`config.mk`:
```
export PLATFORM = sky130hd
export DESIGN_NAME = sbcmw_ctrl
export DESIGN_NICKNAME = d
export VERILOG_FILES = /design/src/shared/sbcmw_pkg.sv /design/src/rtl/sbcmw_ctrl.sv
export VERILOG_INCLUDE_DIRS = /design/src /design/src/shared
export SDC_FILE = /design/constraint.sdc
export NUM_CORES = 1
export LEC_CHECK = 0
export BUFFER_PORTS_ARGS = -buffer_cell sky130_fd_sc_hd__buf_2
export CAP_MARGIN = 20
export CORE_MARGIN = 2
export CORE_UTILIZATION = 44
export DETAILED_ROUTE_END_ITERATION = 7
export PLACE_DENSITY = 0.62
export SYNTH_ARGS = -nofsm -noshare
export SYNTH_HDL_FRONTEND = slang
export SYNTH_SLANG_ARGS = --single-unit
```
`constraint.sdc`:
```
create_clock -name clk -period 4.6 [get_ports clk]
set_input_delay 0.92 -clock clk [delete_from_list [all_inputs] [get_ports clk]]
set_output_delay 0.92 -clock clk [all_outputs]
set_load 0.03 [all_outputs]
```
`src/shared/sbcmw_cfg.svh`:
```
// Timing constants and reset values for the mode, wake-up and watchdog controller.
`ifndef SBCMW_CFG_SVH
`define SBCMW_CFG_SVH
`define SBCMW_CLK_MHZ 100
`define SBCMW_STOP_DELAY_US 20
`define SBCMW_STOP_DELAY_CYC (`SBCMW_STOP_DELAY_US * `SBCMW_CLK_MHZ)
`define SBCMW_INT_PULSE_US 10
`define SBCMW_INT_PULSE_CYC (`SBCMW_INT_PULSE_US * `SBCMW_CLK_MHZ)
`define SBCMW_NREQ_MS 350
`define SBCMW_NREQ_CYC (`SBCMW_NREQ_MS * 1000 * `SBCMW_CLK_MHZ)
`define SBCMW_RESET_DURATION_TIME_US 1000
`define SBCMW_RESET_DURATION_TIME_CYC (`SBCMW_RESET_DURATION_TIME_US * `SBCMW_CLK_MHZ)
`define SBCMW_WD_P0_US 5000
`define SBCMW_WD_P1_US 45000
`define SBCMW_WD_P2_US 100000
`define SBCMW_WD_P3_US 350000
`define SBCMW_WD_P0_CYC (`SBCMW_WD_P0_US * `SBCMW_CLK_MHZ)
`define SBCMW_WD_P1_CYC (`SBCMW_WD_P1_US * `SBCMW_CLK_MHZ)
`define SBCMW_WD_P2_CYC (`SBCMW_WD_P2_US * `SBCMW_CLK_MHZ)
`define SBCMW_WD_P3_CYC (`SBCMW_WD_P3_US * `SBCMW_CLK_MHZ)
`define SBCMW_CYCLIC_US 20000
`define SBCMW_CYCLIC_CYC (`SBCMW_CYCLIC_US * `SBCMW_CLK_MHZ)
`define SBCMW_FORCED_US 50000
`define SBCMW_FORCED_CYC (`SBCMW_FORCED_US * `SBCMW_CLK_MHZ)
`define SBCMW_HS_ON_CYC 100
`define SBCMW_WINDOW_RST 1'b1
`endif

```
`src/shared/sbcmw_pkg.sv`:
```
// Types shared by the mode, wake-up and watchdog controller.
package sbcmw_pkg;
	typedef enum logic [1:0] {
		SBCMW_CMD_NORMAL,
		SBCMW_CMD_STANDBY,
		SBCMW_CMD_SLEEP,
		SBCMW_CMD_STOP
	} sbcmw_cmd_t;
	typedef enum logic [2:0] {
		SBCMW_RESET,
		SBCMW_NREQ,
		SBCMW_NORMAL,
		SBCMW_STANDBY,
		SBCMW_STOP_WAIT,
		SBCMW_STOP,
		SBCMW_SLEEP
	} sbcmw_state_t;
endpackage
```
`src/rtl/sbcmw_ctrl.sv`:
```
// Operating-mode state machine with watchdog, wake-up and reset/interrupt generation.
// Behaviour
// - Normal, standby, sleep, stop by command; normal-request entered after wake-ups.
// - Normal: both regulators on, all functions, watchdog runs and needs clearing.
// - Standby: main regulator only, second drive off, watchdog still runs.
// - Sleep: both regulators off; wake on cyclic sense, forced, CAN, chip-select.
// - Stop becomes active 20 us after the command message ends.
// - In stop the watchdog runs only if its enable bit is set.
// - Stop watchdog expiry asserts reset then enters normal-request.
// - Device-side stop wake: normal-request, full regulator, then 10 us interrupt low.
// - Chip-select rising edge in sleep or stop wakes; only the stop wake pulses interrupt.
// - Stop over-current wakes to normal-request, unmaskable interrupt, sets flag.
// - Normal-request: main on, second off, 350 ms timer until watchdog configured.
// - Battery-fail flag set on low supply, cleared on its register read.
// - Reset low while main regulator below threshold, also at power-on and sleep wake.
// - Watchdog timeout drives reset low for the reset duration.
// - Watchdog in normal and standby; window or timeout, window default.
// - Two bits select the watchdog period from 5 to 350 ms.
// - Window mode: clear in closed first half causes reset except in stop, where it only restarts the count; open half clears.
// - Wake sources latched into readable status; options set before low power.
// - Cyclic sense pulses high-side output; cyclic and forced wake exclusive.
// - Wake input references sampled on config bits set and each cyclic event.
// - Forced wake after a set time when enabled; CAN wake always enabled.
// - Power-up or sleep wake passes reset mode then normal-request.
`timescale 1ns/100ps
`include "sbcmw_cfg.svh"
module sbcmw_ctrl #(
	parameter int NREQ_CYC = `SBCMW_NREQ_CYC,
	parameter int RESET_DURATION_TIME_CYC = `SBCMW_RESET_DURATION_TIME_CYC,
	parameter int WD_P0_CYC = `SBCMW_WD_P0_CYC,
	parameter int WD_P1_CYC = `SBCMW_WD_P1_CYC,
	parameter int WD_P2_CYC = `SBCMW_WD_P2_CYC,
	parameter int WD_P3_CYC = `SBCMW_WD_P3_CYC,
	parameter int CYCLIC_CYC = `SBCMW_CYCLIC_CYC,
	parameter int FORCED_CYC = `SBCMW_FORCED_CYC,
	parameter int STOP_DELAY_CYC = `SBCMW_STOP_DELAY_CYC,
	parameter int INT_PULSE_CYC = `SBCMW_INT_PULSE_CYC
) (
	input wire logic clk,
	input wire logic resetn,
	input wire logic clk_en,
	input wire logic mode_cmd_valid,
	input wire logic [1:0] mode_cmd,
	input wire logic msg_end,
	input wire logic wd_cfg_write,
	input wire logic window_select,
	input wire logic period_sel_low,
	input wire logic period_sel_high,
	input wire logic wd_clear,
	input wire logic stop_watchdog_enable,
	input wire logic forced_wake_enable,
	input wire logic cyclic_enable,
	input wire logic [1:0] lpc_ref_bits,
	input wire logic wake_input_zero,
	input wire logic wake_input_one,
	input wire logic can_wake,
	input wire logic cs_n,
	input wire logic stop_over_current,
	input wire logic main_regulator_ok,
	input wire logic battery_low,
	input wire logic status_read,
	output logic main_regulator_en,
	output logic main_regulator_full,
	output logic second_regulator_drive,
	output logic high_side_output,
	output logic reset_n,
	output logic int_n,
	output logic wd_fault_n,
	output logic battery_fail_flag,
	output logic over_current_flag,
	output logic [4:0] wake_input_reg,
	output logic [2:0] mode_state
);
	sbcmw_pkg::sbcmw_state_t state;
	logic [31:0] timer;
	logic [31:0] wd_cnt;
	logic [31:0] rst_cnt;
	logic [31:0] lp_cnt;
	logic [31:0] int_cnt;
	logic [31:0] wd_period;
	logic wd_window;
	logic [1:0] wd_per;
	logic cs_prev;
	logic cs_rise;
	logic [1:0] ref_lvl;
	logic [1:0] lpc_prev;
	logic lp;
	logic wd_run;
	logic wd_expire;
	logic wd_bad_clear;
	logic wd_trip;
	logic cyc_evt;
	logic forced_evt;
	logic input_chg;
	logic dev_wake;
	logic int_pend;
	logic cyc_en;
	logic fwu_en;

	// Cyclic sense wins when both enables are set, keeping the two exclusive.
	assign cyc_en = cyclic_enable;
	assign fwu_en = forced_wake_enable & ~cyclic_enable;
	assign lp = (state == sbcmw_pkg::SBCMW_SLEEP) || (state == sbcmw_pkg::SBCMW_STOP);
	assign cs_rise = cs_n & ~cs_prev;
	assign cyc_evt = lp && cyc_en && (lp_cnt == 32'(CYCLIC_CYC - 1));
	assign forced_evt = lp && fwu_en && (lp_cnt == 32'(FORCED_CYC - 1));
	assign input_chg = cyc_en ? (high_side_output &&
		({wake_input_one, wake_input_zero} != ref_lvl))
		: ({wake_input_one, wake_input_zero} != ref_lvl);
	assign dev_wake = lp && (can_wake || forced_evt || input_chg);

	// Watchdog period from the two select bits.
	always_comb begin
		case (wd_per)
			2'h0: wd_period = 32'(WD_P0_CYC);
			2'h1: wd_period = 32'(WD_P1_CYC);
			2'h2: wd_period = 32'(WD_P2_CYC);
			default: wd_period = 32'(WD_P3_CYC);
		endcase
	end

	// Watchdog runs in normal, standby and stop-wait, and in stop only when enabled.
	assign wd_run = (state == sbcmw_pkg::SBCMW_NORMAL) || (state == sbcmw_pkg::SBCMW_STANDBY)
		|| (state == sbcmw_pkg::SBCMW_STOP_WAIT)
		|| ((state == sbcmw_pkg::SBCMW_STOP) && stop_watchdog_enable);
	assign wd_expire = wd_run && (wd_cnt >= wd_period - 32'h1);
	assign wd_bad_clear = wd_run && wd_clear && wd_window
		&& (wd_cnt < (wd_period >> 1));
	assign wd_trip = wd_expire || wd_bad_clear;

	// Watchdog configuration is latched only from the configuration write.
	always_ff @(posedge clk or negedge resetn) begin
		if (!resetn) begin
			wd_window <= `SBCMW_WINDOW_RST;
			wd_per <= 2'h0;
		end else if (clk_en && wd_cfg_write) begin
			wd_window <= window_select;
			wd_per <= {period_sel_high, period_sel_low};
		end
	end

	// Watchdog counter; a legal clear restarts the period.
	always_ff @(posedge clk or negedge resetn) begin
		if (!resetn) begin
			wd_cnt <= 32'h0;
		end else if (clk_en) begin
			if (!wd_run || wd_trip || (wd_clear && !wd_bad_clear)) begin
				wd_cnt <= 32'h0;
			end else begin
				wd_cnt <= wd_cnt + 32'h1;
			end
		end
	end

	// Main mode state machine.
	always_ff @(posedge clk or negedge resetn) begin
		if (!resetn) begin
			state <= sbcmw_pkg::SBCMW_RESET;
			timer <= 32'h0;
			rst_cnt <= 32'h0;
		end else if (clk_en) begin
			case (state)
				sbcmw_pkg::SBCMW_RESET: begin
					// Hold here for the watchdog reset time and until the supply is good.
					if (rst_cnt != 32'h0) begin
						rst_cnt <= rst_cnt - 32'h1;
					end else if (main_regulator_ok) begin
						state <= sbcmw_pkg::SBCMW_NREQ;
						timer <= 32'h0;
					end
				end
				sbcmw_pkg::SBCMW_NREQ: begin
					timer <= timer + 32'h1;
					if (wd_cfg_write) begin
						state <= sbcmw_pkg::SBCMW_NORMAL;
					end else if (timer >= 32'(NREQ_CYC - 1)) begin
						state <= sbcmw_pkg::SBCMW_RESET;
						rst_cnt <= 32'(RESET_DURATION_TIME_CYC - 1);
					end
				end
				sbcmw_pkg::SBCMW_NORMAL, sbcmw_pkg::SBCMW_STANDBY: begin
					if (wd_trip) begin
						state <= sbcmw_pkg::SBCMW_RESET;
						rst_cnt <= 32'(RESET_DURATION_TIME_CYC - 1);
					end else if (mode_cmd_valid) begin
						case (sbcmw_pkg::sbcmw_cmd_t'(mode_cmd))
							sbcmw_pkg::SBCMW_CMD_NORMAL: state <= sbcmw_pkg::SBCMW_NORMAL;
							sbcmw_pkg::SBCMW_CMD_STANDBY: state <= sbcmw_pkg::SBCMW_STANDBY;
							sbcmw_pkg::SBCMW_CMD_SLEEP: state <= sbcmw_pkg::SBCMW_SLEEP;
							default: state <= sbcmw_pkg::SBCMW_STOP_WAIT;
						endcase
						timer <= 32'h0;
					end
				end
				sbcmw_pkg::SBCMW_STOP_WAIT: begin
					// The 20 us count starts at the end of the command message.
					if (wd_trip) begin
						state <= sbcmw_pkg::SBCMW_RESET;
						rst_cnt <= 32'(RESET_DURATION_TIME_CYC - 1);
					end else if (timer != 32'h0) begin
						timer <= timer + 32'h1;
						if (timer >= 32'(STOP_DELAY_CYC)) begin
							state <= sbcmw_pkg::SBCMW_STOP;
						end
					end else if (msg_end) begin
						timer <= 32'h1;
					end
				end
				sbcmw_pkg::SBCMW_STOP: begin
					if (wd_expire) begin
						state <= sbcmw_pkg::SBCMW_RESET;
						rst_cnt <= 32'(RESET_DURATION_TIME_CYC - 1);
					end else if (dev_wake || cs_rise || stop_over_current) begin
						state <= sbcmw_pkg::SBCMW_NREQ;
						timer <= 32'h0;
					end
				end
				sbcmw_pkg::SBCMW_SLEEP: begin
					if (dev_wake || cs_rise) begin
						state <= sbcmw_pkg::SBCMW_RESET;
					end
				end
				default: state <= sbcmw_pkg::SBCMW_RESET;
			endcase
			// A supply dip overrides every mode where the main regulator is on, except stop.
			if (!main_regulator_ok && main_regulator_en && state != sbcmw_pkg::SBCMW_STOP) begin
				state <= sbcmw_pkg::SBCMW_RESET;
			end
		end
	end

	// Low-power time base for cyclic sense and forced wake.
	always_ff @(posedge clk or negedge resetn) begin
		if (!resetn) begin
			lp_cnt <= 32'h0;
			high_side_output <= 1'b0;
		end else if (clk_en) begin
			if (!lp || cyc_evt || forced_evt) begin
				lp_cnt <= 32'h0;
			end else begin
				lp_cnt <= lp_cnt + 32'h1;
			end
			// The high-side switch biases the wake inputs for a short window.
			high_side_output <= lp && cyc_en && (lp_cnt < 32'(`SBCMW_HS_ON_CYC));
		end
	end

	// Wake input reference levels, tracked outside low power and taken on a rising config bit or at each sense.
	always_ff @(posedge clk or negedge resetn) begin
		if (!resetn) begin
			ref_lvl <= 2'h0;
			lpc_prev <= 2'h0;
			cs_prev <= 1'b1;
		end else if (clk_en) begin
			lpc_prev <= lpc_ref_bits;
			cs_prev <= cs_n;
			if ((lpc_ref_bits == 2'h3 && lpc_prev != 2'h3) || cyc_evt || !lp) begin
				ref_lvl <= {wake_input_one, wake_input_zero};
			end
		end
	end

	// Wake source latches; a new source wins over a read in the same cycle.
	always_ff @(posedge clk or negedge resetn) begin
		if (!resetn) begin
			wake_input_reg <= 5'h00;
		end else if (clk_en) begin
			wake_input_reg <= (status_read ? 5'h00 : wake_input_reg) | {
				lp && cs_rise,
				forced_evt,
				lp && can_wake,
				lp && input_chg && (wake_input_one != ref_lvl[1]),
				lp && input_chg && (wake_input_zero != ref_lvl[0])};
		end
	end

	// Battery-fail and over-current flags, set beats clear.
	always_ff @(posedge clk or negedge resetn) begin
		if (!resetn) begin
			battery_fail_flag <= 1'b0;
			over_current_flag <= 1'b0;
		end else if (clk_en) begin
			battery_fail_flag <= battery_low || (battery_fail_flag && !status_read);
			over_current_flag <= (state == sbcmw_pkg::SBCMW_STOP && stop_over_current)
				|| (over_current_flag && !status_read);
		end
	end

	// Interrupt pulse waits for the full regulator, then goes low for 10 us.
	always_ff @(posedge clk or negedge resetn) begin
		if (!resetn) begin
			int_pend <= 1'b0;
			int_cnt <= 32'h0;
			int_n <= 1'b1;
		end else if (clk_en) begin
			if (state == sbcmw_pkg::SBCMW_STOP && !wd_expire
				&& (dev_wake || cs_rise || stop_over_current)) begin
				int_pend <= 1'b1;
			end else if (int_pend && main_regulator_ok && state == sbcmw_pkg::SBCMW_NREQ) begin
				int_pend <= 1'b0;
				int_cnt <= 32'(INT_PULSE_CYC);
			end else if (int_cnt != 32'h0) begin
				int_cnt <= int_cnt - 32'h1;
			end
			int_n <= ~(int_cnt != 32'h0);
		end
	end

	// Regulator, reset and status outputs registered from the state.
	always_ff @(posedge clk or negedge resetn) begin
		if (!resetn) begin
			main_regulator_en <= 1'b0;
			main_regulator_full <= 1'b0;
			second_regulator_drive <= 1'b0;
			reset_n <= 1'b0;
			wd_fault_n <= 1'b1;
			mode_state <= 3'h0;
		end else if (clk_en) begin
			main_regulator_en <= (state != sbcmw_pkg::SBCMW_SLEEP);
			main_regulator_full <= (state != sbcmw_pkg::SBCMW_SLEEP)
				&& (state != sbcmw_pkg::SBCMW_STOP);
			second_regulator_drive <= (state == sbcmw_pkg::SBCMW_NORMAL);
			reset_n <= (state != sbcmw_pkg::SBCMW_RESET) && main_regulator_ok;
			wd_fault_n <= ~(wd_trip || (state == sbcmw_pkg::SBCMW_NREQ
				&& timer >= 32'(NREQ_CYC - 1) && !wd_cfg_write));
			mode_state <= state;
		end
	end
endmodule

```
Word-level counts from Yosys, hierarchy flattened
Index checks and enable logic that the tools add are counted.
- output and inout port bits: 17
- word-level logic and storage cells: 199
- bits in registers: 189
- equality and inequality tests: 40
- reductions and logical operators: 77
- add/sub/neg operators: 6
- muxes and demuxes: 40
- $lt $le $gt $ge: 5
- bitwise logic cells: 8
- operators with widths (kind ; number):
    two-way mux 32 bit ; 18
    case mux 32 bit (5 select lines) ; 1
    case mux 32 bit (4 select lines) ; 1
    adder 32 x 1 -> 32 bit (second input constant) ; 3
    nonzero test 32 bit ; 3
    subtractor 32 x 1 -> 32 bit (second input constant) ; 3
    case mux 26 bit (3 select lines) ; 1
    two-way mux 3 bit ; 13
    logical AND 1 bit ; 33
    == test 32 x 21 -> 1 bit (second input constant) ; 1
    == test 32 x 23 -> 1 bit (second input constant) ; 1
    greater-or-equal comparator 32 x 11 -> 1 bit (second input constant) ; 1
    greater-or-equal comparator 32 x 26 -> 1 bit (second input constant) ; 1
    greater-or-equal comparator 32 bit ; 1
    less-than comparator 32 x 31 -> 1 bit ; 1
    less-than comparator 32 x 7 -> 1 bit (second input constant) ; 1
    inequality test 2 bit (second input constant) ; 10
    logical OR 1 bit ; 18
    case mux 3 bit (6 select lines) ; 1
    inequality test 3 bit (second input constant) ; 4
    AND reduction 10 bit ; 1
    == test 3 bit (second input constant) ; 3
    case mux 3 bit (3 select lines) ; 1
    AND reduction 9 bit ; 1
    other kinds (29) ; 54

Logic depth before layout (Yosys ltp)
Gate-level depths: netlist of run 1.
- depth after elaboration: 13
- gate-level depth with buffers: 16
- gate-level depth less buffers: 14

Least setup slack after synthesis of run 1
No wires, ideal clock.
- path type: flip-flop to flip-flop
- from: register wd_per[0]
- to: register timer[17]
- cell stages (with the launch flop): 16
- data required time: 4.496 ns
- slack: 1.185 ns
- clock period less this slack: 3.415 ns
- arrival time: 3.312 ns
- cells stage by stage: dfrtp_1 inv_1 ha_1 o21bai_1 a311oi_1 ha_1 and4_1 a21oi_1 o211ai_1 a22o_1 nor2_1 and2_1 o221ai_2 or2_1 buf_6 o41ai_2
- cells in the longest elaborated chain, start to end: 8
- RTL lines (item ; RTL line ; text):
    from (decl) ; sbcmw_ctrl.sv:82 ; logic [1:0] wd_per;
    from (signal assigned) ; sbcmw_ctrl.sv:138 ; wd_per <= {period_sel_high, period_sel_low};
    == test 2 bit, or another cell as far along ; sbcmw_ctrl.sv:114 ; case (wd_per)
    case mux 26 bit (3 select lines) * ; sbcmw_ctrl.sv:114 ;
    subtractor 32 x 1 -> 32 bit ; sbcmw_ctrl.sv:126 ; assign wd_expire = wd_run && (wd_cnt >= wd_period - 32'h1);
    greater-or-equal comparator 32 bit ; sbcmw_ctrl.sv:126 ;
    logical AND 1 bit ; sbcmw_ctrl.sv:126 ;
    logical OR 1 bit ; sbcmw_ctrl.sv:129 ; assign wd_trip = wd_expire || wd_bad_clear;
    inequality test 2 bit (no line) ; -- ;
    AND reduction 10 bit (no line) * ; -- ;
    to (signal assigned) ; sbcmw_ctrl.sv:173 ; timer <= timer + 32'h1;
    to (signal assigned) ; sbcmw_ctrl.sv:201 ; timer <= timer + 32'h1;
    to (decl) ; sbcmw_ctrl.sv:75 ; logic [31:0] timer;
Mark *: on every way between the ends. The rest lies on a longest branch, timed or not.
A chain may end at the register's enable or synchronous reset.

Final worst setup path of run 1
- from: register wd_per[0]
- to: register timer[7]
The elaborated chain is that of the path after synthesis.

==> results.txt, run 1 <==
The run finished with clean final reports. For this run, the leading register cell type out of synthesis is sky130_fd_sc_hd__dfrtp_1. Counting along the longest clock path gives a buffer depth of 2.

The endpoint identified for the worst register-to-register timing path is timer[7]. The core area came out at 0.0245 mm2. The total power divided by cell area came out at between 400 and 500 mW/mm2. The number of endpoints failing setup at the final stage is 0. The initial antenna violation count came out at 0.

The placement-stage cell area came out at 0.0116 mm2. The worst endpoint data arrival time is roughly 4.4 ns. The maximum clock frequency is 243 MHz. The number of diodes added for antenna fixing came out at 0. The total clock buffers created by CTS came out at 17. The total die area is around 0.026 mm2. The post-synth design cell area is between 0.01 and 0.015 mm2. After clock tree synthesis, the setup repair step added 0 buffers. The peak fanout along the critical path came out at 17. In the synthesized netlist, the cells that appear most often are 185 x sky130_fd_sc_hd__dfrtp_1, 168 x sky130_fd_sc_hd__nor2_1, 102 x sky130_fd_sc_hd__nand2_1.

The max-cap check violation count came out at 0. The vertical die dimension is roughly 160 um. The final-report max-slew violation count came out at 0. The hold buffer count at cts came out at 0.

The synthesis-to-finish area growth is 10.5%. The first-pass GRT wire length is ~44 mm. The count of fill cells added during filler insertion is approximately 2300. The worst path needs 4.11 ns of the cycle, external delays included.

The post-synthesis cell count is roughly 1200. The number of synthesized register bits came out at about 190. The average footprint of a synthesized cell came out at around 9.0 um2. The final routed wire length divided by cell count came out at 16.2 um. The register area share after synthesis is 0.429.

The worst hold path terminates at timer[31]. The async set-or-reset flop fraction in the synthesized netlist is 1.00. The number of cells upsized or downsized after cts came out at 0.

The placer's final routability congestion estimate is 0.885. The number of hold violations in the final report came out at 0. The static leakage is roughly 5.3 nW. The worst setup path is launched from a flop.

In this run the core area contains between 50 and 60 standard-cell rows. The highest ir drop seen on vdd came out at between 0.2 and 0.25 mV. The worst setup path is captured at a flop. The reg-to-reg startpoint is wd_per[0]. In the final timing run, aggregate negative setup slack is 0 ns. Clock-pin slew was measured on the worst setup and hold paths at around 0.07 ns. Headroom to the max-slew limit came out at 0.334.

The critical path class is flop to flop. The number of different library cells in the post-synthesis netlist is just under 80. The later pin in the worst-skew pair is clocked with a latency of about 0.44 ns.

The count of flip-flops with a built-in enable after synthesis came out at 0. The count of input and output buffers is 41. The final standard cell area without fillers is about 0.012 mm2. The overall power of the completed layout came out at between 0.005 and 0.006 W.

The number of stages on the worst hold path is 1. From left edge to right edge, the die measures 162 um. The total I/O pin count came out at 42. The number of nets in the finished design came out at between 1000 and 1500. The biggest area contributor in the post-synthesis netlist is sky130_fd_sc_hd__dfrtp_1. The data required time of the worst path is approximately 4.9 ns. The largest net degree at the start of global routing is approximately 90. The combined global-route utilization of all metal layers came out at 0.204. sky130_fd_sc_hd__dfrtp_1 is the most common cell in the netlist. The number of levels in the clock H-tree came out at 4. The post-route clock skew came out at roughly 0.017 ns. The area taken by flip-flops and latches came out at about 0.0047 mm2.

For this run, design rule violations remaining after detail routing come to 0. The transition time of the tightest slew-check pin came out at roughly 1 ns. The first detailed-routing pass took 5 iterations. The master cell of the clock root buffer is sky130_fd_sc_hd__clkbuf_16.

The detailed router's first-iteration violation count is between 600 and 700. After synthesis, the cell types taking the most area are sky130_fd_sc_hd__dfrtp_1 42%, sky130_fd_sc_hd__ha_1 5.9%, sky130_fd_sc_hd__nor2_1 5.7%. The final period utilization came out at 0.893. The cell count of the worst reg-to-reg path came out at 16. Summing all multi-input logic gate instances after layout gives 0.00600 mm2. Setup repair after global routing left no endpoint under its margin. The via count of the first global-routing pass is between 8000 and 9000. Once detailed placement completed, the half-perimeter wirelength came to between 15 and 20 mm. The clock net in this run drives a total of around 190 sinks. The startpoint of the worst hold path is timer[31]. The worst hold path belongs to the class flop to flop.

The detailed router placed between 9000 and 10000 vias in this run. The proportion of layout cells with a drive suffix above 1 is 0.109. The number of nets with antenna violations after routing came out at 0. The initial utilization of the core area, before any placement, comes to 0.451. Summed over all layers, the routed wires come to 25.8 mm. The fraction of synthesized cell area taken by the top area cell type came out at 0.420.

The vias per cell is ~5.7. The total number of yosys warnings came out at 0. The CTS tree is built.

The register-to-register setup slack came out at around 0.5 ns. Summed over all layers, the global routing overflow is 0.
[critical path, stage by stage (launching register included)]
cell                       delay [ns]
sky130_fd_sc_hd__dfrtp_1         0.45
sky130_fd_sc_hd__inv_1           0.17
sky130_fd_sc_hd__ha_1            0.28
sky130_fd_sc_hd__o21bai_1        0.34
sky130_fd_sc_hd__a311oi_1        0.15
sky130_fd_sc_hd__ha_1            0.33
sky130_fd_sc_hd__and3_1          0.19
sky130_fd_sc_hd__o21ai_0         0.18
sky130_fd_sc_hd__o211ai_1        0.12
sky130_fd_sc_hd__a22o_1          0.22
sky130_fd_sc_hd__nor2_1          0.31
sky130_fd_sc_hd__and2_1          0.23
sky130_fd_sc_hd__o221ai_2        0.11
sky130_fd_sc_hd__buf_4           0.19
sky130_fd_sc_hd__or2_1           0.23
sky130_fd_sc_hd__buf_4           0.22
sky130_fd_sc_hd__o41ai_2         0.28
[power breakdown]
| part | internal [W] | total, W | leakage, nW | switching [W] |
|---|---|---|---|---|
| combinational | 0.000543 | 0.00153 | 2.54 | 0.000984 |
| clock | 0.000714 | 0.00141 | 0.271 | 0.000694 |
| sequential | 0.00186 | 0.00209 | 2.50 | 0.000233 |
[cell usage in the layout, fill, tap and decap left out, types with 5 or more instances in the layout]
cell / Yosys / layout
sky130_fd_sc_hd__nand2_1: 102 / 102
sky130_fd_sc_hd__nor4_1: 33 / 33
sky130_fd_sc_hd__buf_4: 0 / 17
sky130_fd_sc_hd__ha_1: 52 / 52
sky130_fd_sc_hd__dfrtp_1: 185 / 185
sky130_fd_sc_hd__nor2b_1: 8 / 8
sky130_fd_sc_hd__and4_1: 14 / 14
sky130_fd_sc_hd__and3_1: 32 / 32
sky130_fd_sc_hd__a31oi_1: 32 / 32
sky130_fd_sc_hd__a21oi_1: 55 / 55
sky130_fd_sc_hd__or3_1: 16 / 16
sky130_fd_sc_hd__a211oi_1: 7 / 7
sky130_fd_sc_hd__nor3_1: 26 / 26
sky130_fd_sc_hd__o41ai_2: 9 / 9
sky130_fd_sc_hd__a21o_1: 6 / 6
sky130_fd_sc_hd__o21a_1: 5 / 5
sky130_fd_sc_hd__and2_1: 8 / 8
sky130_fd_sc_hd__nand2b_1: 16 / 16
sky130_fd_sc_hd__o211ai_1: 5 / 5
sky130_fd_sc_hd__nand4_1: 21 / 21
sky130_fd_sc_hd__or4_1: 7 / 7
sky130_fd_sc_hd__o21ai_0: 82 / 82
sky130_fd_sc_hd__o31ai_1: 20 / 20
sky130_fd_sc_hd__clkbuf_16: 0 / 17
sky130_fd_sc_hd__nand3_1: 51 / 51
sky130_fd_sc_hd__xor2_1: 40 / 40
sky130_fd_sc_hd__inv_1: 34 / 34
sky130_fd_sc_hd__xnor2_1: 34 / 34
sky130_fd_sc_hd__inv_6: 0 / 5
sky130_fd_sc_hd__mux2_2: 12 / 12
sky130_fd_sc_hd__nand4b_1: 6 / 6
sky130_fd_sc_hd__o21ai_1: 8 / 8
sky130_fd_sc_hd__buf_2: 9 / 40
sky130_fd_sc_hd__or2_2: 10 / 10
sky130_fd_sc_hd__nor2_1: 168 / 167
[kinds of logic (layout without fill, tap and decap cells)]
kind of cell               after synthesis  in the layout  synth area share
and+or+nand+nor                        543            543             0.251
buffers and inverters                   76            124            0.0276
other                                    1              3          0.000340
muxes                                   14             14            0.0141
adders and majority gates               52             52            0.0590
DFF                                    189            189             0.429
xor gates and xnor gates                74             74            0.0588
AOI/OAI and AO/OA                      270            270             0.160
[metal layers]
metal	part of all wire	GRT usage
met5	0	0
met4	0.013	0.0491
met3	0.036	0.0375
met1	0.50	0.288
met2	0.46	0.325
[layout make-up]
class / instances / share of cell area
Inverter: 34 / 0.0105
Clock buffer: 18 / 0.0352
Sequential cell: 189 / 0.389
Multi-Input combinational cell: 956 / 0.492
Tap cell: 324 / 0.0333
Clock inverter: 13 / 0.0102
Timing Repair Buffer: 59 / 0.0297
[through the flow]
step / hold WS, ns / cells / setup WS (ns) / utilization
4_1_cts: 0.482 / 1593 / 0.471 / 0.498
6_report: 0.485 / 1593 / 0.493 / 0.498
5_1_grt: 0.500 / 1593 / 0.0856 / 0.498
2_1_floorplan: 0.439 / 1221 / 1.18 / -
3_5_place_dp: 0.465 / 1562 / 0.482 / 0.475
3_3_place_gp: 0.453 / 1562 / 0.620 / 0.475
[worst max-delay path by stage]
stage | cells past startpoint | slack [ns] | from | end
2_1_floorplan | 15 | 1.18 | wd_per[0] | timer[17]
3_3_place_gp | 16 | 0.62 | wd_per[0] | timer[9]
3_5_place_dp | 16 | 0.48 | wd_per[0] | timer[17]
4_1_cts | 16 | 0.47 | wd_per[0] | timer[7]
5_1_grt | 16 | 0.09 | wd_per[0] | timer[17]
6_report | 16 | 0.49 | wd_per[0] | timer[7]
Note: power is estimated with default switching activity, not from simulation.
==> run 2: changes to the inputs <==
--- a/config.mk
+++ b/config.mk
@@ -6,12 +6,14 @@
 export SDC_FILE = /design/constraint.sdc
 export NUM_CORES = 1
 export LEC_CHECK = 0
-export BUFFER_PORTS_ARGS = -buffer_cell sky130_fd_sc_hd__buf_2
+export ABC_AREA = 1
 export CAP_MARGIN = 20
 export CORE_MARGIN = 2
 export CORE_UTILIZATION = 44
 export DETAILED_ROUTE_END_ITERATION = 7
-export PLACE_DENSITY = 0.62
+export DONT_BUFFER_PORTS = 1
+export PLACE_DENSITY = 0.61
 export SYNTH_ARGS = -nofsm -noshare
 export SYNTH_HDL_FRONTEND = slang
 export SYNTH_SLANG_ARGS = --single-unit
+export TNS_END_PERCENT = 20
==> run 2 against run 1 <==
Effect of this change: critical path depth grew 4; cell area grew 14%; count of clock-buffer cells in the layout shrank 1; setup slack gained 0.52 ns; highest routed layer unchanged.
==> results.txt, run 2 <==
Dividing the detail-routed via count by the number of cells gives 5.25. The final-report max-slew violation count was 0. The critical path class is flop to flop. Counting flops and latches in the post-synthesis netlist gives 189.

The DRC violation count after routing came out at 0. The worst endpoint data arrival time is a little under 4 ns. The vertical die dimension is approximately 180 um. Adding up every negative setup slack in the final design gives 0 ns. The library cell used most frequently in the layout, excluding fill and tap cells, is sky130_fd_sc_hd__nand2_1. The run finished with clean final reports.

TritonCTS built the clock tree. The total number of yosys warnings came out at 0. After detailed routing, the average wire length per cell comes to about 15 um. The fraction of synthesized cell area taken by the top area cell type is 0.356. Setup repair after global routing left no endpoint under its margin.

The combined global-route utilization of all metal layers is 0.219. Post-CTS timing repair inserted 0 buffers for setup. In the finished design, the share of the clock period the worst path needs comes to 0.779. The highest signal layer in the routed design is met4.

Dividing total power by cell area gives a power density of 430 mW/mm2. The worst setup margin came out at just over 1 ns. The pre-CTS setup slack came out at between 1 and 1.5 ns. Headroom to the max-slew limit came out at 0.467. Of the total power, the share spent switching nets is 0.436.

The via total after detailed routing is roughly 12000. After detailed routing, the met3 layer carries between 1.5 and 2 mm of wire. The combinational share of power is 0.372. The count of TritonRoute iterations in the first routing pass came out at 5. The clock input transition at the sequential cells of the worst setup and hold paths came out at roughly 0.08 ns.

The post-placement cell count came out at roughly 2200. The commonest cells after synthesis are 454 x sky130_fd_sc_hd__nand2_1, 251 x sky130_fd_sc_hd__nor2_1, 206 x sky130_fd_sc_hd__inv_1. The register area share after synthesis is 0.364. The data required time of the worst path came out at approximately 5 ns. The placer's final routability congestion estimate is 0.941. The number of different library cells in the post-synthesis netlist came out at 50.

The count of clock tree sinks is roughly 190. The peak fanout along the critical path came out at 47. The synthesis-to-finish area growth is 6.80%. The total die area is about 0.03 mm2. The detailed router's first-iteration violation count came out at 913. The clock passes through at most 2 buffers. IR analysis of the VDD net gives a maximum drop of ~0.31 mV. The worst setup path is launched from a flop. Cell internal power was estimated by the tool at 0.00337 W. The largest net degree at the start of global routing is 190.

The origin of the worst setup path is wd_per[0]. The most used flip-flop cell after synthesis is sky130_fd_sc_hd__dfrtp_1. The clock share of power is 0.249. The worst setup path is captured at a flop. The maximum clock frequency is ~280 MHz. The hold slack came out at about 0.16 ns.

The placement row count came out at 62. In this run the worst hold path is classified as primary input to async pin. The count of input and output buffers is 0. Summed over all layers, the global routing overflow is 0.

The post-synthesis cell count came out at 1813. Detailed routing placed a total of 14.4 mm of wire on met2. The number of cells upsized or downsized after cts is 0. The number of nets with antenna violations after routing came out at 0. The post-synth design cell area is roughly 0.013 mm2. The via count of the first global-routing pass is ~11000. The core region is between 0.02 and 0.03 mm2.

The count of flip-flops with a built-in enable after synthesis came out at 0. The initial antenna violation count was 1. The transition time of the tightest slew-check pin is between 0.7 and 0.8 ns. The total wire length came out at 32.4 mm. The max-cap check violation count came out at 0. For the worst-skew pair, the clock arrives at the later sink with an insertion delay of between 0.4 and 0.5 ns.

The total I/O pin count is 42. The post-detailed-placement half-perimeter wirelength came out at approximately 24 mm. Counting flops with an async set or reset pin after synthesis yields a share of 1.00. The detailed router put a total of roughly 16 mm of wire on met1. The number of hold violations in the final report is 0. The proportion of layout cells with a drive suffix above 1 came out at 0.0691. The final cell count without fillers came out at between 2000 and 2500. The switching power total came out at ~0.0026 W.

In this run the critical register-to-register path is launched from wd_per[0]. The die is around 180 um wide. The master cell of the clock root buffer is sky130_fd_sc_hd__clkbuf_16. The initial cell density of the core is 0.450. The biggest area contributor in the post-synthesis netlist is sky130_fd_sc_hd__dfrtp_1. The top cell types in the final layout, fill and taps aside, are 454 x sky130_fd_sc_hd__nand2_1, 251 x sky130_fd_sc_hd__nor2_1, 206 x sky130_fd_sc_hd__inv_1. The number of nets in the finished design is roughly 1900. sky130_fd_sc_hd__nand2_1 is the most common cell in the netlist. The minimum period implied by the final worst setup slack is 3.58 ns. The static leakage is 6.64 nW.

Ranked by total cell area, the synthesized netlist is headed by sky130_fd_sc_hd__dfrtp_1 36%, sky130_fd_sc_hd__nand2_1 13%, sky130_fd_sc_hd__nor2_1 7.3%. The share of total power dissipated in sequential elements is 0.379. The number of endpoints failing setup at the final stage came out at 0. Buffers inserted to repair hold after CTS numbered 0. Overall power consumption after layout is estimated at between 0.005 and 0.006 W. The first-pass GRT wire length is 54.8 mm. For the final database, setup skew stands at 0.0145 ns. After synthesis, the mean cell area works out to around 7.2 um2. The H-tree was split into 4 levels. The total clock buffers created by CTS is 17.
==> run 2: cell count changes after synthesis, sizes merged, moves of 14 or more <==
cell    before  now
xnor2       34   18
nor2       169  257
o21ai       90  113
nand2      102  466
nand3       52   99
and3        32    2
a31oi       32    2
nand2b      16    0
or3         16    0
nor3        29   71
and4        14    0
nand4       21   54
xor2        40   68
inv         34  218
==> run 2: cell families (layout without fill, tap and decap cells) <==
| family | Yosys count | count (layout) | share of synthesized area |
|---|---|---|---|
| xor gates and xnor gates | 86 | 86 | 0.0580 |
| muxes | 3 | 3 | 0.00260 |
| buffers and inverters | 263 | 258 | 0.0821 |
| AOI/OAI and AO/OA | 225 | 225 | 0.109 |
| other | 1 | 4 | 0.000289 |
| and+or+nand+nor | 994 | 994 | 0.333 |
| DFF | 189 | 189 | 0.364 |
| adders and majority gates | 52 | 52 | 0.0501 |
==> run 2: area by class of cell <==
class,instances,area [um2]
Timing Repair Buffer,7,52.6
Clock buffer,17,425
Inverter,219,822
Fill cell,2924,15000
Sequential cell,189,4730
Clock inverter,15,153
Multi-Input combinational cell,1363,7200
Antenna cell,1,2.50
Tap cell,384,480
==> run 2: worst max-delay path, stage by stage (launching register included) <==
cell                       delay, ns
sky130_fd_sc_hd__dfrtp_1        0.44
sky130_fd_sc_hd__inv_1          0.21
sky130_fd_sc_hd__ha_1           0.22
sky130_fd_sc_hd__inv_1          0.10
sky130_fd_sc_hd__nand2_1        0.10
sky130_fd_sc_hd__nand2_1        0.10
sky130_fd_sc_hd__a311oi_1       0.25
sky130_fd_sc_hd__ha_1           0.29
sky130_fd_sc_hd__nand2_1        0.07
sky130_fd_sc_hd__o21ai_0        0.09
sky130_fd_sc_hd__nand2_1        0.06
sky130_fd_sc_hd__nand3_1        0.08
sky130_fd_sc_hd__nand2_1        0.06
sky130_fd_sc_hd__nand2_1        0.09
sky130_fd_sc_hd__a21oi_1        0.30
sky130_fd_sc_hd__nand2_1        0.11
sky130_fd_sc_hd__nand2_1        0.08
sky130_fd_sc_hd__buf_4          0.38
sky130_fd_sc_hd__inv_2          0.22
sky130_fd_sc_hd__nand3_1        0.14
sky130_fd_sc_hd__o21ai_1        0.07
==> run 2: stage by stage <==
stage           util  area, um2
6_report       0.481      13900
5_1_grt        0.481      13900
4_1_cts        0.481      13900
3_5_place_dp   0.461      13300
3_3_place_gp   0.461      13300
2_1_floorplan      -      13000
==> run 2: power groups by stage <==
stage	combinational [W]	sequential, W	clock, W
global placement	0.00219	0.00229	0
CTS	0.00222	0.00226	0.00154
global route	0.00253	0.00231	0.00161
floorplan	0.00184	0.00220	0
finish	0.00222	0.00226	0.00149
detailed placement	0.00221	0.00229	0
==> run 2: metal layers <==
layer	vias to the layer above	GRT usage
met5	-	0
met4	0	0.0606
met3	43	0.0455
met2	244	0.347
met1	5324	0.303
li1	5906	-
==> run 2: path summary, 6_finish.rpt <==
check / end / slack, ns / cells past startpoint
max: int_cnt[9] / 1.02 / 20
min: wd_cnt[17] / 0.16 / 0
max reg2reg: int_cnt[9] / 1.02 / 20
min reg2reg: wd_cnt[31] / 0.48 / 2
max in group asynchronous: int_n / 4.05 / 0
min in group clk: wd_cnt[31] / 0.48 / 2
==> run 3: changes to the inputs <==
--- a/config.mk
+++ b/config.mk
@@ -12,7 +12,7 @@
 export CORE_UTILIZATION = 44
 export DETAILED_ROUTE_END_ITERATION = 7
 export DONT_BUFFER_PORTS = 1
-export PLACE_DENSITY = 0.61
+export PLACE_DENSITY = 0.63
 export SYNTH_ARGS = -nofsm -noshare
 export SYNTH_HDL_FRONTEND = slang
 export SYNTH_SLANG_ARGS = --single-unit
==> constraint.sdc (replaced) <==
create_clock -name clk -period 2.94 [get_ports clk]
set_input_delay 0.588 -clock clk [delete_from_list [all_inputs] [get_ports clk]]
set_output_delay 0.588 -clock clk [all_outputs]
set_load 0.03 [all_outputs]
==> run 3 against run 2 <==
Effect of this change: the run now ends with hold timing left; setup slack worse by 0.82 ns; clock power is 60% higher; sequential cell count stayed put; sequential power is 57% higher; register-to-register slack worse by 0.82 ns; cell count is 1.8% higher; sequential share of layout area is 1.5 points lower.
==> results.txt, run 3 (synthesized netlist as in run 2, its figures left out) <==
The data required time of the worst path came out at between 3 and 4 ns. The final standard cell area without fillers came out at 0.0145 mm2. The floorplan has 62 rows. The detailed router's first-iteration violation count came out at slightly below 900. The worst relative slew slack came out at 0.510. The top cell types in the final layout, fill and taps aside, are 442 x sky130_fd_sc_hd__nand2_1, 248 x sky130_fd_sc_hd__nor2_1, 200 x sky130_fd_sc_hd__inv_1.

The initial utilization of the core area, before any placement, comes to 0.450. The overall overflow remaining after global route is 0. The number of levels in the clock H-tree is 4.

The worst endpoint data arrival time is 3.07 ns. The region available for standard cell placement spans 0.0289 mm2. The total die area came out at between 0.03 and 0.04 mm2. The proportion of layout cells with a drive suffix above 1 came out at 0.107.

Across every metal layer, demand over resource in global routing totals 0.224. The first global-routing pass estimated 56.6 mm of wire. The multi-input combinational cell area came out at between 0.007 and 0.008 mm2. The number of endpoints failing setup at the final stage came out at 0. The total clock buffers created by CTS is 17. The static leakage is approximately 6.9 nW. The transition time of the tightest slew-check pin is roughly 0.73 ns. The clock reaches the later pin of the worst-skew pair after ~0.44 ns. The critical path is of the flop to flop type. The highest ir drop seen on vdd is 0.567 mV.

Across the run, the number of max-cap violations was 0. The total wire length is between 30 and 40 mm. The via total after detailed routing came out at around 12000. The worst hold path belongs to the class primary input to async pin. The startpoint type of the worst setup path is a flop. The master cell of the clock root buffer is sky130_fd_sc_hd__clkbuf_16.

The checks that failed: hold timing. The die is between 150 and 200 um wide. The end of the worst register-to-register path is rst_cnt[1].

The pre-CTS setup slack is -0.0559 ns. The total I/O pin count is 42. The post-detailed-placement half-perimeter wirelength is about 25 mm. The utilization of the core after routing came out at 0.502. In the final layout, flip-flops and latches occupy roughly 0.0047 mm2.

The maximum clock frequency came out at around 360 MHz. After layout, the minimum clock period comes to between 2 and 3 ns. The final-report max-slew violation count came out at 0.

The largest net degree at the start of global routing came out at between 150 and 200. The DRC violation count after routing is 0. The total power divided by cell area is 685 mW/mm2.

The library cell used most frequently in the layout, excluding fill and tap cells, is sky130_fd_sc_hd__nand2_1. The count of clock tree sinks is roughly 190. Input and output buffers added on the ports amount to 0.

The worst setup path is captured at a flop. Using the TritonRoute via totals, the vias-per-cell ratio works out to roughly 5.3. The number of nets in the finished design is 1913. The first TritonRoute pass finished after 7 iterations.

The post-route clock skew came out at around 0.015 ns. Compared with the post-synthesis result, the final layout area differs by 11.6%. The number of hold violations in the final report is around 190. The register-to-register setup slack came out at 0.20 ns. The initial antenna violation count is 2. The final routed wire length divided by cell count is between 15 and 20 um. The worst register-to-register path begins at wd_per[0]. The vertical die dimension came out at 176 um. The hold slack came out at -0.145 ns. The final period utilization came out at 0.932.

Counting along the longest clock path gives a buffer depth of 2. The placement-stage cell area is 0.0136 mm2. The worst register-to-register path has a depth of 19. The run finished, with violations left. The number of nets with antenna violations after routing is 0.

The peak fanout along the critical path is 21. The worst setup margin is ~0.20 ns. The via count of the first global-routing pass came to approximately 11000.

The CTS tree is built. At the end of routability-driven placement, the weighted congestion stood at just over 0.9. After filler insertion, the fill cell instance count of the layout stands at slightly below 3000. The clock input transition at the sequential cells of the worst setup and hold paths is about 0.070 ns.
==> run 3: layout make-up <==
cell class                      instances  share of cell area
Antenna cell                            2            0.000345
Clock buffer                           21              0.0318
Sequential cell                       189               0.327
Tap cell                              384              0.0331
Inverter                              219              0.0579
Timing Repair Buffer                   46              0.0316
Multi-Input combinational cell       1363               0.510
Clock inverter                         11             0.00906
==> run 3: critical path, stage by stage, from the launching register on <==
cell                       delay, ns
sky130_fd_sc_hd__dfrtp_1        0.42
sky130_fd_sc_hd__buf_6          0.15
sky130_fd_sc_hd__ha_4           0.15
sky130_fd_sc_hd__inv_2          0.05
sky130_fd_sc_hd__nand2_2        0.06
sky130_fd_sc_hd__nand2_2        0.08
sky130_fd_sc_hd__a311oi_2       0.09
sky130_fd_sc_hd__ha_1           0.30
sky130_fd_sc_hd__nand4_1        0.13
sky130_fd_sc_hd__nor3_2         0.12
sky130_fd_sc_hd__nand2_1        0.08
sky130_fd_sc_hd__nand3_2        0.06
sky130_fd_sc_hd__nand2_2        0.07
sky130_fd_sc_hd__nand2_4        0.10
sky130_fd_sc_hd__a21oi_4        0.07
sky130_fd_sc_hd__nor3_4         0.23
sky130_fd_sc_hd__nand2_8        0.14
sky130_fd_sc_hd__buf_12         0.18
sky130_fd_sc_hd__nand2_1        0.06
sky130_fd_sc_hd__o21ai_1        0.06
==> run 3: metal layers <==
metal  up-vias  global-route usage  part of all wire
met3        27              0.0379             0.048
met5         -                   0                 0
met4         0              0.0527             0.013
met2       237               0.355              0.45
li1       5983                   -                 -
met1      5610               0.320              0.49
==> run 3: worst max path at each step <==
stage                       end  slack, ns  startpoint
CTS                  rst_cnt[8]      -0.01   wd_per[0]
global placement     rst_cnt[8]       0.02   wd_per[0]
floorplan           int_cnt[18]       0.15   wd_per[0]
global route        int_cnt[14]     -0.009   wd_per[1]
finish               rst_cnt[1]       0.20   wd_per[0]
detailed placement   rst_cnt[8]      -0.06   wd_per[0]
==> run 3: stage by stage <==
stage	TNS, ns	power (W)	cells
after detailed placement	-0.259	0.00724	2194
after CTS	-0.0110	0.00970	2226
final	0	0.00993	2235
after floorplan	0	0.00633	1815
after global placement	0	0.00718	2194
after global routing	-0.0186	0.0107	2233
==> run 3: power by group <==
part           switching, W  total [W]  internal [W]
clock network       0.00107    0.00239       0.00131
logic               0.00259    0.00400       0.00141
registers          0.000544    0.00355       0.00300
total               0.00421    0.00993       0.00572
==> run 3: repair_timing <==
action                                 in CTS  in global routing
resized for setup                           7                 63
endpoints found under the hold margin     185                185
setup buffers                               0                  5
gates cloned                                0                  3
setup endpoints to repair                  64                126
pin swaps                                   0                  4
